==> src/sscr_pkg.sv <==
// package of offsets, layouts, reset values and carrier types for the sequencer/chopper bank
package sscr_pkg;
  // register word indices; byte address is four times the index
  localparam logic [7:0]  SSCR_IDX_MSTEP   = 8'h6a;
  localparam logic [7:0]  SSCR_IDX_CHOP    = 8'h6c;
  localparam logic [7:0]  SSCR_IDX_DRVST   = 8'h6f;
  localparam logic [7:0]  SSCR_IDX_QUIET_PWM_CONFIGURATION = 8'h70;
  localparam logic [7:0]  SSCR_IDX_PWMRES  = 8'h71;
  localparam logic [7:0]  SSCR_IDX_PWMAUTO = 8'h72;
  // own additions: interrupt status and mask
  localparam logic [7:0]  SSCR_IDX_IRQST   = 8'h78;
  localparam logic [7:0]  SSCR_IDX_IRQMSK  = 8'h79;
  // reset values
  localparam logic [31:0] SSCR_CHOP_RST    = 32'h13008001;
  localparam logic [31:0] SSCR_QUIET_PWM_CONFIGURATION_RST = 32'hc40d1024;
  // widths and field positions
  localparam int          SSCR_MSTEP_W     = 10;
  localparam int          SSCR_QUIET_PWM_CONFIGURATION_W   = 22;
  localparam logic [9:0]  SSCR_COIL_OFS    = 10'h100;
  localparam int          SSCR_DUTY_LSB    = 0;
  localparam int          SSCR_SOFS_LSB    = 16;
  localparam int          SSCR_AOFS_LSB    = 0;
  localparam int          SSCR_AGRAD_LSB   = 16;
  localparam int          SSCR_NIRQ        = 3;
  // interrupt bits: wrap of counter, status change, regulator update
  localparam int          SSCR_IRQ_WRAP    = 0;
  localparam int          SSCR_IRQ_DRV     = 1;
  localparam int          SSCR_IRQ_REG     = 2;

  // values coming from the motion and regulation cores
  typedef struct packed {
    logic [9:0]  mstep;      // microstep table index
    logic [31:0] driver_status_flags; // driver flags and current level
    logic [7:0]  duty;       // applied duty cycle
    logic [8:0]  sofs;       // signed regulator offset
    logic [7:0]  aofs;       // auto offset
    logic [7:0]  agrad;      // auto gradient
    logic        reg_upd;    // regulator produced a new result
  } sscr_core_type;

  // wishbone request
  typedef struct packed {
    logic        cyc;
    logic        stb;
    logic        we;
    logic [3:0]  sel;
    logic [9:0]  adr;        // byte address bits
    logic [31:0] dat;
  } sscr_wb_req_type;
endpackage

==> src/sscr_coil_index.sv <==
// coil table index pair from the microstep counter
`timescale 1ns/10ps
`default_nettype none
module sscr_coil_index
  import sscr_pkg::*;
(
  input  wire logic [9:0] mstep_i,       // microstep counter
  output logic      [9:0] first_idx_o,   // first coil table index
  output logic      [9:0] second_idx_o   // second coil table index
);
  // 10-bit add wraps modulo the full wave, so both coils stay in period
  assign first_idx_o  = mstep_i;
  assign second_idx_o = 10'(mstep_i + SSCR_COIL_OFS);
endmodule
`default_nettype wire

==> src/sscr_regs.sv <==
// wishbone register bank for the sequencer and chopper section
//
// Added by the designer: the Wishbone interface to the registers.
`timescale 1ns/10ps
`default_nettype none
module sscr_regs
  import sscr_pkg::*;
(
  input  wire logic        clk_i,            // 100 MHz clock
  input  wire logic        rst_i,            // synchronous reset, high
  input  wire logic        ce_i,             // clock enable, freezes all state
  input  wire logic        wb_cyc_i,         // wishbone cycle
  input  wire logic        wb_stb_i,         // wishbone strobe
  input  wire logic        wb_we_i,          // write enable
  input  wire logic [3:0]  wb_sel_i,         // byte lanes
  input  wire logic [9:0]  wb_adr_i,         // byte address
  input  wire logic [31:0] wb_dat_i,         // write data
  output logic      [31:0] wb_dat_o,         // read data
  output logic             wb_ack_o,         // acknowledge
  input  wire logic [9:0]  mstep_i,          // microstep position
  input  wire logic [31:0] driver_status_flags_i,     // driver status flags
  input  wire logic [7:0]  duty_i,           // applied duty cycle
  input  wire logic [8:0]  sofs_i,           // regulator signed offset
  input  wire logic [7:0]  aofs_i,           // auto offset value
  input  wire logic [7:0]  agrad_i,          // auto gradient value
  input  wire logic        reg_upd_i,        // regulator update pulse
  output logic      [31:0] chop_cfg_o,       // chopper configuration
  output logic      [21:0] pwm_cfg_o,        // quiet pwm configuration
  output logic      [9:0]  first_idx_o,      // first coil table index
  output logic      [9:0]  second_idx_o,     // second coil table index
  output logic             irq_o             // level interrupt
);

  // behaviour in short:
  // - a taken request is answered by one ack pulse in the next cycle
  // - the ack cycle never takes a request, so a master that keeps its
  //   strobe up across ack is served once, not twice
  // - read data is loaded on every taken request, writes included;
  //   it is only meaningful in the ack cycle of a read
  // - core reports are sampled copies one cycle behind their inputs;
  //   the extra cycle keeps the read path short and the mux registered
  // - events are found on those copies, so while ce is low a change
  //   that comes and goes again is missed; this is accepted
  // - the pwm word keeps its 22 implemented bits, upper write bits are
  //   dropped and read back as zero
  // - write-one-to-clear loses against an event in the same cycle,
  //   so no event is ever lost to a late clear

  // complete module state
  typedef struct packed {
    logic [31:0]            chop;      // chopper configuration
    logic [21:0]            pwm;       // pwm configuration
    logic [31:0]            rdat;      // registered read data
    logic                   ack;       // ack flop
    sscr_core_type          core;      // sampled core values
    logic [SSCR_NIRQ-1:0]   ist;       // sticky status
    logic [SSCR_NIRQ-1:0]   imsk;      // interrupt mask
  } sscr_state_type;

  sscr_state_type st;        // current state
  sscr_state_type next_st;   // next state
  sscr_wb_req_type req;      // bundled request
  sscr_core_type   core_in;  // bundled core inputs

  // apply byte lanes to a 32-bit register
  function automatic logic [31:0] lane_merge(input logic [31:0] old_v,
                                             input logic [31:0] new_v,
                                             input logic [3:0]  sel);
    logic [31:0] res;
    res = old_v;
    for (int i = 0; i < 4; i++) begin
      if (sel[i]) begin
        res[8*i +: 8] = new_v[8*i +: 8];
      end
    end
    return res;
  endfunction

  // word index from byte address
  function automatic logic [7:0] word_idx(input logic [9:0] adr);
    return adr[9:2];
  endfunction

  // word indices that answer with a defined register
  function automatic logic is_mapped(input logic [7:0] widx);
    logic hit;
    hit = 1'b0;
    case (widx)
      SSCR_IDX_MSTEP, SSCR_IDX_CHOP, SSCR_IDX_DRVST, SSCR_IDX_QUIET_PWM_CONFIGURATION,
      SSCR_IDX_PWMRES, SSCR_IDX_PWMAUTO, SSCR_IDX_IRQST, SSCR_IDX_IRQMSK: hit = 1'b1;
      default: hit = 1'b0;
    endcase
    return hit;
  endfunction

  // word indices whose content only mirrors the motion and regulation cores
  function automatic logic is_readonly(input logic [7:0] widx);
    logic ro;
    ro = 1'b0;
    case (widx)
      SSCR_IDX_MSTEP, SSCR_IDX_DRVST, SSCR_IDX_PWMRES, SSCR_IDX_PWMAUTO: ro = 1'b1;
      default: ro = 1'b0;
    endcase
    return ro;
  endfunction

  // bundle ports into carriers
  always_comb begin
    req = '{cyc: wb_cyc_i, stb: wb_stb_i, we: wb_we_i, sel: wb_sel_i,
            adr: wb_adr_i, dat: wb_dat_i};
    core_in = '{mstep: mstep_i, driver_status_flags: driver_status_flags_i, duty: duty_i,
                sofs: sofs_i, aofs: aofs_i, agrad: agrad_i, reg_upd: reg_upd_i};
  end

  logic             take;      // a new request accepted this cycle
  logic             wr_take;   // accepted write
  logic [7:0]       idx;       // word index of request
  logic [SSCR_NIRQ-1:0] ev;    // event pulses this cycle
  logic [31:0]      rd_mux;    // read data selection
  logic [31:0]      wmask;     // lane-expanded write data

  // next-state logic
  always_comb begin
    next_st = st;
    idx     = word_idx(req.adr);
    // one-cycle gap after each ack answers the classic handshake
    take    = req.cyc && req.stb && !st.ack;
    wr_take = take && req.we;
    wmask   = lane_merge(32'h0, req.dat, req.sel);

    // core values sampled every cycle; software cannot touch them
    next_st.core = core_in;

    // events: counter wrap, status change, regulator update
    ev = '0;
    ev[SSCR_IRQ_WRAP] = (st.core.mstep == 10'h3ff) && (core_in.mstep == 10'h000);
    ev[SSCR_IRQ_DRV]  = (st.core.driver_status_flags != core_in.driver_status_flags);
    ev[SSCR_IRQ_REG]  = core_in.reg_upd;

    // read multiplexer, unmapped addresses read zero
    case (idx)
      SSCR_IDX_MSTEP:   rd_mux = {22'h0, st.core.mstep};
      SSCR_IDX_CHOP:    rd_mux = st.chop;
      SSCR_IDX_DRVST:   rd_mux = st.core.driver_status_flags;
      SSCR_IDX_QUIET_PWM_CONFIGURATION: rd_mux = {10'h0, st.pwm};
      SSCR_IDX_PWMRES:  rd_mux = {7'h0, st.core.sofs, 8'h0, st.core.duty};
      SSCR_IDX_PWMAUTO: rd_mux = {8'h0, st.core.agrad, 8'h0, st.core.aofs};
      SSCR_IDX_IRQST:   rd_mux = {29'h0, st.ist};
      SSCR_IDX_IRQMSK:  rd_mux = {29'h0, st.imsk};
      default:          rd_mux = 32'h0;
    endcase

    // writes reach only the two configuration words and interrupt control
    next_st.ist = st.ist;
    if (wr_take) begin
      case (idx)
        SSCR_IDX_CHOP:    next_st.chop = lane_merge(st.chop, req.dat, req.sel);
        SSCR_IDX_QUIET_PWM_CONFIGURATION: next_st.pwm  =
          22'(lane_merge({10'h0, st.pwm}, req.dat, req.sel));
        SSCR_IDX_IRQST:   next_st.ist  = st.ist & ~wmask[SSCR_NIRQ-1:0];
        SSCR_IDX_IRQMSK:  next_st.imsk = wmask[SSCR_NIRQ-1:0] |
                                         (st.imsk & ~{SSCR_NIRQ{req.sel[0]}});
        // read-only and unmapped words drop the write, still acked
        default:          next_st.chop = st.chop;
      endcase
    end
    // set wins over a simultaneous clear
    next_st.ist = next_st.ist | ev;

    next_st.ack  = take;
    next_st.rdat = take ? rd_mux : st.rdat;
  end

  // state register with synchronous reset and clock enable
  always_ff @(posedge clk_i) begin
    if (rst_i) begin
      st      <= '0;
      st.chop <= SSCR_CHOP_RST;
      st.pwm  <= SSCR_QUIET_PWM_CONFIGURATION_RST[SSCR_QUIET_PWM_CONFIGURATION_W-1:0];
    end else if (ce_i) begin
      st <= next_st;
    end
  end

  // coil index helper
  sscr_coil_index u_coil (
    .mstep_i      (st.core.mstep),
    .first_idx_o  (first_idx_o),
    .second_idx_o (second_idx_o)
  );

  // outputs from flops
  assign wb_dat_o   = st.rdat;
  assign wb_ack_o   = st.ack;
  assign chop_cfg_o = st.chop;
  assign pwm_cfg_o  = st.pwm;
  assign irq_o      = |(st.ist & st.imsk);

  // assertions
  a_ro_mstep_hold: assert property (@(posedge clk_i) disable iff (rst_i)
    (ce_i && take && req.we && idx == SSCR_IDX_MSTEP) |=> (st.core.mstep == $past(mstep_i)))
    else $error("microstep readback altered by write");
  a_chop_write: assert property (@(posedge clk_i) disable iff (rst_i)
    (ce_i && wr_take && idx == SSCR_IDX_CHOP && req.sel == 4'hf) |=> (chop_cfg_o == $past(wb_dat_i)))
    else $error("chopper write not stored");
  a_pwm_write: assert property (@(posedge clk_i) disable iff (rst_i)
    (ce_i && wr_take && idx == SSCR_IDX_QUIET_PWM_CONFIGURATION && req.sel == 4'hf)
      |=> (pwm_cfg_o == $past(wb_dat_i[21:0])))
    else $error("pwm config write not stored");
  a_chop_ro: assert property (@(posedge clk_i) disable iff (rst_i)
    (ce_i && wr_take && idx != SSCR_IDX_CHOP) |=> $stable(chop_cfg_o))
    else $error("chopper config changed by foreign write");
  a_duty_read: assert property (@(posedge clk_i) disable iff (rst_i)
    (ce_i && take && !req.we && idx == SSCR_IDX_PWMRES)
      |=> (wb_ack_o && wb_dat_o[7:0] == $past(st.core.duty)))
    else $error("duty readback wrong");
  a_sofs_read: assert property (@(posedge clk_i) disable iff (rst_i)
    (ce_i && take && !req.we && idx == SSCR_IDX_PWMRES)
      |=> (wb_dat_o[24:16] == $past(st.core.sofs) && wb_dat_o[31:25] == 7'h0))
    else $error("offset readback wrong");
  a_auto_read: assert property (@(posedge clk_i) disable iff (rst_i)
    (ce_i && take && !req.we && idx == SSCR_IDX_PWMAUTO)
      |=> (wb_dat_o == {8'h0, $past(st.core.agrad), 8'h0, $past(st.core.aofs)}))
    else $error("auto values readback wrong");
  a_coil_offset: assert property (@(posedge clk_i) disable iff (rst_i)
    (first_idx_o == st.core.mstep) && (second_idx_o == 10'(st.core.mstep + SSCR_COIL_OFS)))
    else $error("second coil index not offset by 256");
  a_mstep_read: assert property (@(posedge clk_i) disable iff (rst_i)
    (ce_i && take && !req.we && idx == SSCR_IDX_MSTEP)
      |=> (wb_dat_o == {22'h0, $past(st.core.mstep)}))
    else $error("microstep readback wrong");
  a_ack_pulse: assert property (@(posedge clk_i) disable iff (rst_i)
    (ce_i && wb_ack_o) |=> !wb_ack_o)
    else $error("ack held longer than one cycle");

  // chopper word is back at its reset value once reset is released
  a_chop_reset: assert property (@(posedge clk_i) disable iff (rst_i)
    $fell(rst_i)
      |-> (chop_cfg_o == SSCR_CHOP_RST))
    else $error("chopper config not at reset value after reset");

  // pwm word keeps only the implemented low bits of its reset value
  a_pwm_reset: assert property (@(posedge clk_i) disable iff (rst_i)
    $fell(rst_i)
      |-> (pwm_cfg_o == SSCR_QUIET_PWM_CONFIGURATION_RST[SSCR_QUIET_PWM_CONFIGURATION_W-1:0]))
    else $error("pwm config not at reset value after reset");

  // status and mask are cleared, so no stale interrupt survives reset
  a_irq_reset: assert property (@(posedge clk_i) disable iff (rst_i)
    $fell(rst_i)
      |-> !irq_o)
    else $error("interrupt line high after reset");

  // chopper readback shows the stored word
  a_chop_read: assert property (@(posedge clk_i) disable iff (rst_i)
    (ce_i && take && !req.we && idx == SSCR_IDX_CHOP)
      |=> (wb_dat_o == $past(st.chop)))
    else $error("chopper readback wrong");

  // pwm readback is zero extended above the implemented bits
  a_pwm_read: assert property (@(posedge clk_i) disable iff (rst_i)
    (ce_i && take && !req.we && idx == SSCR_IDX_QUIET_PWM_CONFIGURATION)
      |=> (wb_dat_o == {10'h0, $past(st.pwm)}))
    else $error("pwm config readback wrong");

  // driver status readback is the sampled core word, all 32 bits
  a_status_read: assert property (@(posedge clk_i) disable iff (rst_i)
    (ce_i && take && !req.we && idx == SSCR_IDX_DRVST)
      |=> (wb_dat_o == $past(st.core.driver_status_flags)))
    else $error("driver status readback wrong");

  // holes in the map read as zero rather than leaking a neighbour
  a_unmapped_zero: assert property (@(posedge clk_i) disable iff (rst_i)
    (ce_i && take && !req.we && !is_mapped(idx))
      |=> (wb_dat_o == 32'h0))
    else $error("unmapped word did not read zero");

  // only a write to its own word may change the pwm configuration
  a_pwm_ro: assert property (@(posedge clk_i) disable iff (rst_i)
    (ce_i && wr_take && idx != SSCR_IDX_QUIET_PWM_CONFIGURATION)
      |=> $stable(pwm_cfg_o))
    else $error("pwm config changed by foreign write");

  // writes to report words leave every software-owned value alone
  a_ro_writes: assert property (@(posedge clk_i) disable iff (rst_i)
    (ce_i && wr_take && is_readonly(idx))
      |=> ($stable(st.imsk) && $stable(chop_cfg_o) && $stable(pwm_cfg_o)))
    else $error("write to read-only word had an effect");

  // ack is exactly the taken request of the cycle before
  a_ack_timing: assert property (@(posedge clk_i) disable iff (rst_i)
    ce_i
      |=> (wb_ack_o == $past(take)))
    else $error("ack not one cycle after request");

  // read data stays put while no request is taken
  a_rdat_hold: assert property (@(posedge clk_i) disable iff (rst_i)
    (ce_i && !take)
      |=> $stable(wb_dat_o))
    else $error("read data moved without a request");

  // clock enable low freezes every bit of state
  a_ce_freeze: assert property (@(posedge clk_i) disable iff (rst_i)
    !ce_i
      |=> $stable(st))
    else $error("state moved while clock enable low");

  // a regulator update always sets its sticky bit, even against a clear
  a_upd_sets: assert property (@(posedge clk_i) disable iff (rst_i)
    (ce_i && reg_upd_i)
      |=> st.ist[SSCR_IRQ_REG])
    else $error("regulator update not recorded");

  // wrap from the last table entry to the first marks one full period
  a_wrap_sets: assert property (@(posedge clk_i) disable iff (rst_i)
    (ce_i && st.core.mstep == 10'h3ff && mstep_i == 10'h000)
      |=> st.ist[SSCR_IRQ_WRAP])
    else $error("counter wrap not recorded");

  // any change of the driver status word is recorded
  a_drv_sets: assert property (@(posedge clk_i) disable iff (rst_i)
    (ce_i && st.core.driver_status_flags != driver_status_flags_i)
      |=> st.ist[SSCR_IRQ_DRV])
    else $error("driver status change not recorded");

  // a one written to a status bit clears it when no new event competes
  a_clear_ist: assert property (@(posedge clk_i) disable iff (rst_i)
    (ce_i && wr_take && idx == SSCR_IDX_IRQST && wmask[SSCR_IRQ_REG] && !reg_upd_i)
      |=> !st.ist[SSCR_IRQ_REG])
    else $error("status bit not cleared by write");

  // status bits are sticky until software writes to the status word
  a_sticky_hold: assert property (@(posedge clk_i) disable iff (rst_i)
    (st.ist[SSCR_IRQ_WRAP] && !(ce_i && wr_take && idx == SSCR_IDX_IRQST))
      |=> st.ist[SSCR_IRQ_WRAP])
    else $error("sticky status bit lost");

  // mask takes the low lane of a write to its word
  a_mask_write: assert property (@(posedge clk_i) disable iff (rst_i)
    (ce_i && wr_take && idx == SSCR_IDX_IRQMSK && req.sel[0])
      |=> (st.imsk == $past(wb_dat_i[SSCR_NIRQ-1:0])))
    else $error("interrupt mask write not stored");
endmodule
`default_nettype wire

==> config.mk <==
export PLATFORM = sky130hd
export DESIGN_NAME = sscr_regs
export DESIGN_NICKNAME = d
export VERILOG_FILES = /design/src/sscr_pkg.sv /design/src/sscr_coil_index.sv /design/src/sscr_regs.sv
export SDC_FILE = /design/constraint.sdc
export NUM_CORES = 1
export LEC_CHECK = 0
export BUFFER_PORTS_ARGS = -buffer_cell sky130_fd_sc_hd__buf_4
export CORE_ASPECT_RATIO = 2
export CORE_UTILIZATION = 30
export DETAILED_ROUTE_END_ITERATION = 6
export GPL_TIMING_DRIVEN = 0
export PLACE_DENSITY_LB_ADDON = 0.25
export SLEW_MARGIN = 15
export SYNTH_ARGS = -nofsm -noshare
export SYNTH_HDL_FRONTEND = slang
export SYNTH_SLANG_ARGS = --single-unit
==> constraint.sdc <==
create_clock -name clk_i -period 3.4 [get_ports clk_i]
set_input_delay 0.51 -clock clk_i [delete_from_list [all_inputs] [get_ports clk_i]]
set_output_delay 0.51 -clock clk_i [all_outputs]
set_load 0.05 [all_outputs]
# Word-level counts from Yosys, hierarchy flattened
# Index checks and enable logic that the tools add are counted.
# Widths: inputs -> output; s select.
word_totals:
  reg_bits: 168
  word_cells: 56
  output_inout_bits: 108
  in_bits: 128
op_classes:
  muxes: 5
  n_eq_ne: 10
  n_reduce_logical: 16
  add_sub_neg: 1
  n_bitwise: 7
ops:
  columns: ["cell", "count"]
  rows:
  - ["$pmux 32 s8", 1]
  - ["$eq 8x7->1 const B", 8]
  - ["$ne 32x32->1", 1]
  - ["$reduce_and 4->1", 7]
  - ["$add 10x9->10 const B", 1]
  - ["$eq 10x10->1 const B", 1]
  - ["$logic_not 10->1", 1]
  - ["$and 3x3->3", 3]
  - ["$mux 3", 3]
  - ["$mux 6", 1]
  - ["$not 3->3", 2]
  - ["$or 3x3->3", 2]
  - ["$logic_and 1x1->1", 4]
  - ["$reduce_and 3->1", 1]
  - ["$reduce_or 3->1", 1]
  - ["$reduce_and 2->1", 1]
  - ["$logic_not 1->1", 1]

# Depth between registers and ports, before layout
depth:
  depth_word: 6
  mapped_depth: 8
  depth_no_buf: 5

# Modules after synthesis
# A second synthesis with hierarchy kept.
unflattened:
  hier_cells: 912
  area_unflattened_um2: 8232.9
modules_own_cells:
  columns: ["mod", "cells_each", "instances", "area_each_um2", "seq_area_each_um2"]
  rows:
  - ["sscr_regs", 892, 1, 8085.3, 3363.2]
  - ["sscr_coil_index", 20, 1, 147.6, 0.0]

# Least setup slack after synthesis
# OpenSTA, ideal clock, no wires.
synth_path:
  path_type: "input-to-reg"
  from: "input wb_adr_i[2]"
  to: "register st (netlist bit chop_cfg_o[25])"
  setup_ns: 0.120
  path_stages: 7
  path_buffers: 2
  required_ns: 3.280
  t_arrival_ns: 1.789
  setup_slack_ns: 1.492
  cell_sequence: "buf_2 or2_4 nor3_4 and4_1 buf_4 nor2b_1 a211o_1"
synth_between:
  elab_chain_len: 2
synth_lines:
  columns: ["element", "line_no", "rtl"]
  rows:
  - ["start: declaration", "sscr_regs.sv:16", "input wire logic [9:0] wb_adr_i,"]
  - ["$eq 8x7->1", "sscr_regs.sv:156", "case (idx)"]
  - ["$reduce_and 4->1 (no line)", null, null]
  - ["end signal: assignment", "sscr_regs.sv:181", "st <= next_st;"]
  - ["end: declaration", "sscr_regs.sv:60", "sscr_state_type st;"]
# No other way between the ends.
# A chain may end at the register's enable or synchronous reset.

# Worst setup path after layout
layout_path:
  from: "register st[5] in the netlist's numbering"
  to: "output irq_o"
layout_between:
  elab_chain_len: 2
layout_lines:
  columns: ["element", "line_no", "rtl"]
  rows:
  - ["$and 3x3->3", "sscr_regs.sv:197", "assign irq_o = |(st.ist & st.imsk);"]
  - ["$reduce_or 3->1", "sscr_regs.sv:197", null]
  - ["end: declaration", "sscr_regs.sv:31", "output logic irq_o"]
# No other way between the ends.

==> impl_metrics.yaml <==
run_status:
  outcome: "completed"
floorplanning:
  start_util: 0.306
  die_y_um: 237
  chipWidth_um: 119
  io_pins: 236
  core_area_um2: 27000
  die-area_um2: 28300
  rows: 85
timing:
  period_needed_ns: 2.09
  finalSetupTns_ns: 0
  rsz0062_at_grt: "false"
  tightest_slew_ns: 1.09
  finalCritPeriodShare: 0.615
  maxSlewViolCount: 0
  finalHoldViolCount: 0
  fin_ws_ns: 1.31
  skew_ns: 0.0124
  maxSlewHeadroom: 0.271
  timing.hold.ws_ns: 0.258
  finalSetupViolations: 0
  fmax_mhz: 478
pwr:
  switching_share: 0.263
  power.density_nw_per_um2: 422
  combPwrFrac: 0.116
  switchingPower_mw: 1.23
  internal_power_mw: 3.44
  p_clk_frac: 0.438
  leakagePower_nw: 4.85
  p_seq_frac: 0.446
  ir_worst_vdd_uv: 324
global_route:
  grt.total_usage: 0.228
  grt_overflow: 0
  grt_use_met1: 0.220
  grt_max_degree: 17
  antenna_found_initial: 3
  use_met2: 0.437
  grt_pass1_vias: 7426
  top_usage_layer: "met2"
  use_met3: 0.0462
  grt_pass1_wl_mm: 46.2
cells_and_area:
  area_delta_synth_final_pct: 33.7
  register_area_um2: 3360
  instances_no_fill: 1541
  drive_gt1_frac: 0.339
  n_fill_cell: 2856
  multi_input_area_um2: 3820
  layout.nets: 1306
  final_cell_area_um2: 11000
yosys:
  netlist-cell-type-count: 60
  synthMuxAreaShare: 0.120
  synth.top_cell.area_share: 0.407
  synth_xor_area_frac: 0.0339
  synthCells: 928
  synthSimpleGateAreaFrac: 0.162
  synth_compound_area_frac: 0.146
  syn_avg_cell_area_um2: 8.90
  ys_async_sr_fraction: 0
  synth_top_family_by_area: "simple AND/OR/NAND/NOR gates"
  synth-edff-count: 0
  synthAdderAreaFrac: 0.00151
  synth_area_leaders: "dfxtp_1 (41%), mux2i_1 (12%), buf_4 (9.5%)"
  synth_warnings: 0
  ys_seq_elements: 168
  synth.top_cells.by_count: "dfxtp_1 (168), nor2_1 (118), buf_4 (105), mux2i_1 (99), nand2_1 (69)"
  syn_nets: 1057
  ys.flop_type: "dfxtp_1"
  synth.most_common_cell: "dfxtp_1"
  yosysSeqAreaShare: 0.407
  yosysTopAreaCell: "dfxtp_1"
  synth_area_um2: 8260
placed_design:
  hpwl_mm: 26.1
  pre_cts_ws_ns: 0.909
  placed_cells: 1506
  gp_congestion: 0.892
  io_buffers: 230
  place_area_um2: 10400
route:
  routedWlPerCell_um: 21.1
  drt_iter0_markers: 384
  drt_pass1_iterations: 6
  ant_nets: 0
  avgViaCountPerCell: 4.93
  drc: 0
  vias: 7601
  wl_mm: 32.5
critical_path:
  critPathRequiredTime_ns: 2.89
  critical_path_class: "reg -> out"
  crit_path_cell_trace: "a222oi_1 > inv_1 > buf_4"
  crit_slowest_cell: "a222oi_1"
  critPathLaunchType: "flip-flop"
  crit_fanout: 3
  critPathMaxStageDelay_ns: 0.39
  endpoint_kind: "output pin"
  cp.arrival_ns: 1.58
clock_network:
  htree_levels: 4
  cts_tree: "yes"
  clkLatencyLatePin_ns: 0.45
  cts_setup_buffers: 0
  path_clk_slew_ns: 0.07
  clockBufferDepth: 2
  root_buffer: "clkbuf_16"
  cts-hold-fix-buffers: 0
  cts_buffers: 17
  cts_resized: 0
  clock_sinks: 168
run:
  maxCapViolCount: 0
min_path:
  holdCritPathClass: "in -> reg"
-- metrics by stage --
| step | util | total power [mW] |
|---|---|---|
| final | 0.409 | 4.66 |
| after detailed placement | 0.386 | 2.66 |
| after floorplan | - | 2.39 |
| after CTS | 0.409 | 4.70 |
| after global placement | 0.386 | 2.66 |
| after global routing | 0.409 | 4.80 |
-- worst max-delay path, delay by kind of cell, from the launching register on --
family	cells	cell delay, ns
buffers and inverters	2	0.41
AOI/OAI and AO/OA	1	0.39
DFF	1	0.34
-- power groups by stage --
stage / combinational, mW / clock (mW) / sequential (mW)
2_1_floorplan: 0.293 / 0 / 2.10
3_3_place_gp: 0.537 / 0 / 2.12
3_5_place_dp: 0.542 / 0 / 2.12
4_1_cts: 0.544 / 2.08 / 2.08
5_1_grt: 0.577 / 2.14 / 2.08
6_report: 0.542 / 2.04 / 2.08
-- registers in the layout, summed over array words and instances, names as in the netlist, named ones only --
| name | count |
|---|---|
| st | 78 |
| chop_cfg_o | 32 |
| wb_dat_o | 32 |
| pwm_cfg_o | 22 |
| wb_ack_o | 1 |
-- worst paths after layout --
| path | startpoint | to | slack [ns] | depth (start not counted) |
|---|---|---|---|---|
| max | st[5] | irq_o | 1.31 | 3 |
| min | wb_dat_i[25] | chop_cfg_o[25] | 0.26 | 2 |
| max reg2reg | wb_ack_o | wb_dat_o[11] | 1.37 | 5 |
| min reg2reg | wb_dat_o[19] | wb_dat_o[19] | 0.46 | 2 |
-- cell usage in the layout (no fill, tap or decap), types with 17 or more instances in the layout --
cell,instances
nand2_1,69
buf_4,335
dfxtp_1,168
o21ai_0,32
clkbuf_1,27
clkbuf_16,17
nand3_1,17
xor2_1,32
nor2_1,118
a22oi_1,36
a21oi_1,52
buf_2,18
mux2i_1,99
-- logic make-up (layout without fill, tap and decap cells) --
kind of cell | count (synthesis) | in the layout
fa+ha+maj | 1 | 1
compound gates | 186 | 186
xor+xnor | 32 | 32
other cells | 0 | 3
simple gates | 274 | 274
buf+inv | 168 | 430
mux | 99 | 99
flops | 168 | 168
-- routing by layer --
layer,up-vias,share of wire
li1,3652,-
met1,3582,0.34
met2,292,0.56
met3,75,0.056
met4,0,0.048
met5,-,0
-- final cells by class --
type | count | share of cell area
inverters | 5 | 0.00170
repair buffers | 230 | 0.156
clock inverters | 14 | 0.0157
flip-flops and latches | 168 | 0.304
clock buffers | 18 | 0.0398
multi-input cells | 592 | 0.346
plain buffers | 163 | 0.0958
well taps | 348 | 0.0394
diodes | 3 | 0.000680
No activity file was read; power rests on OpenSTA's default activity.
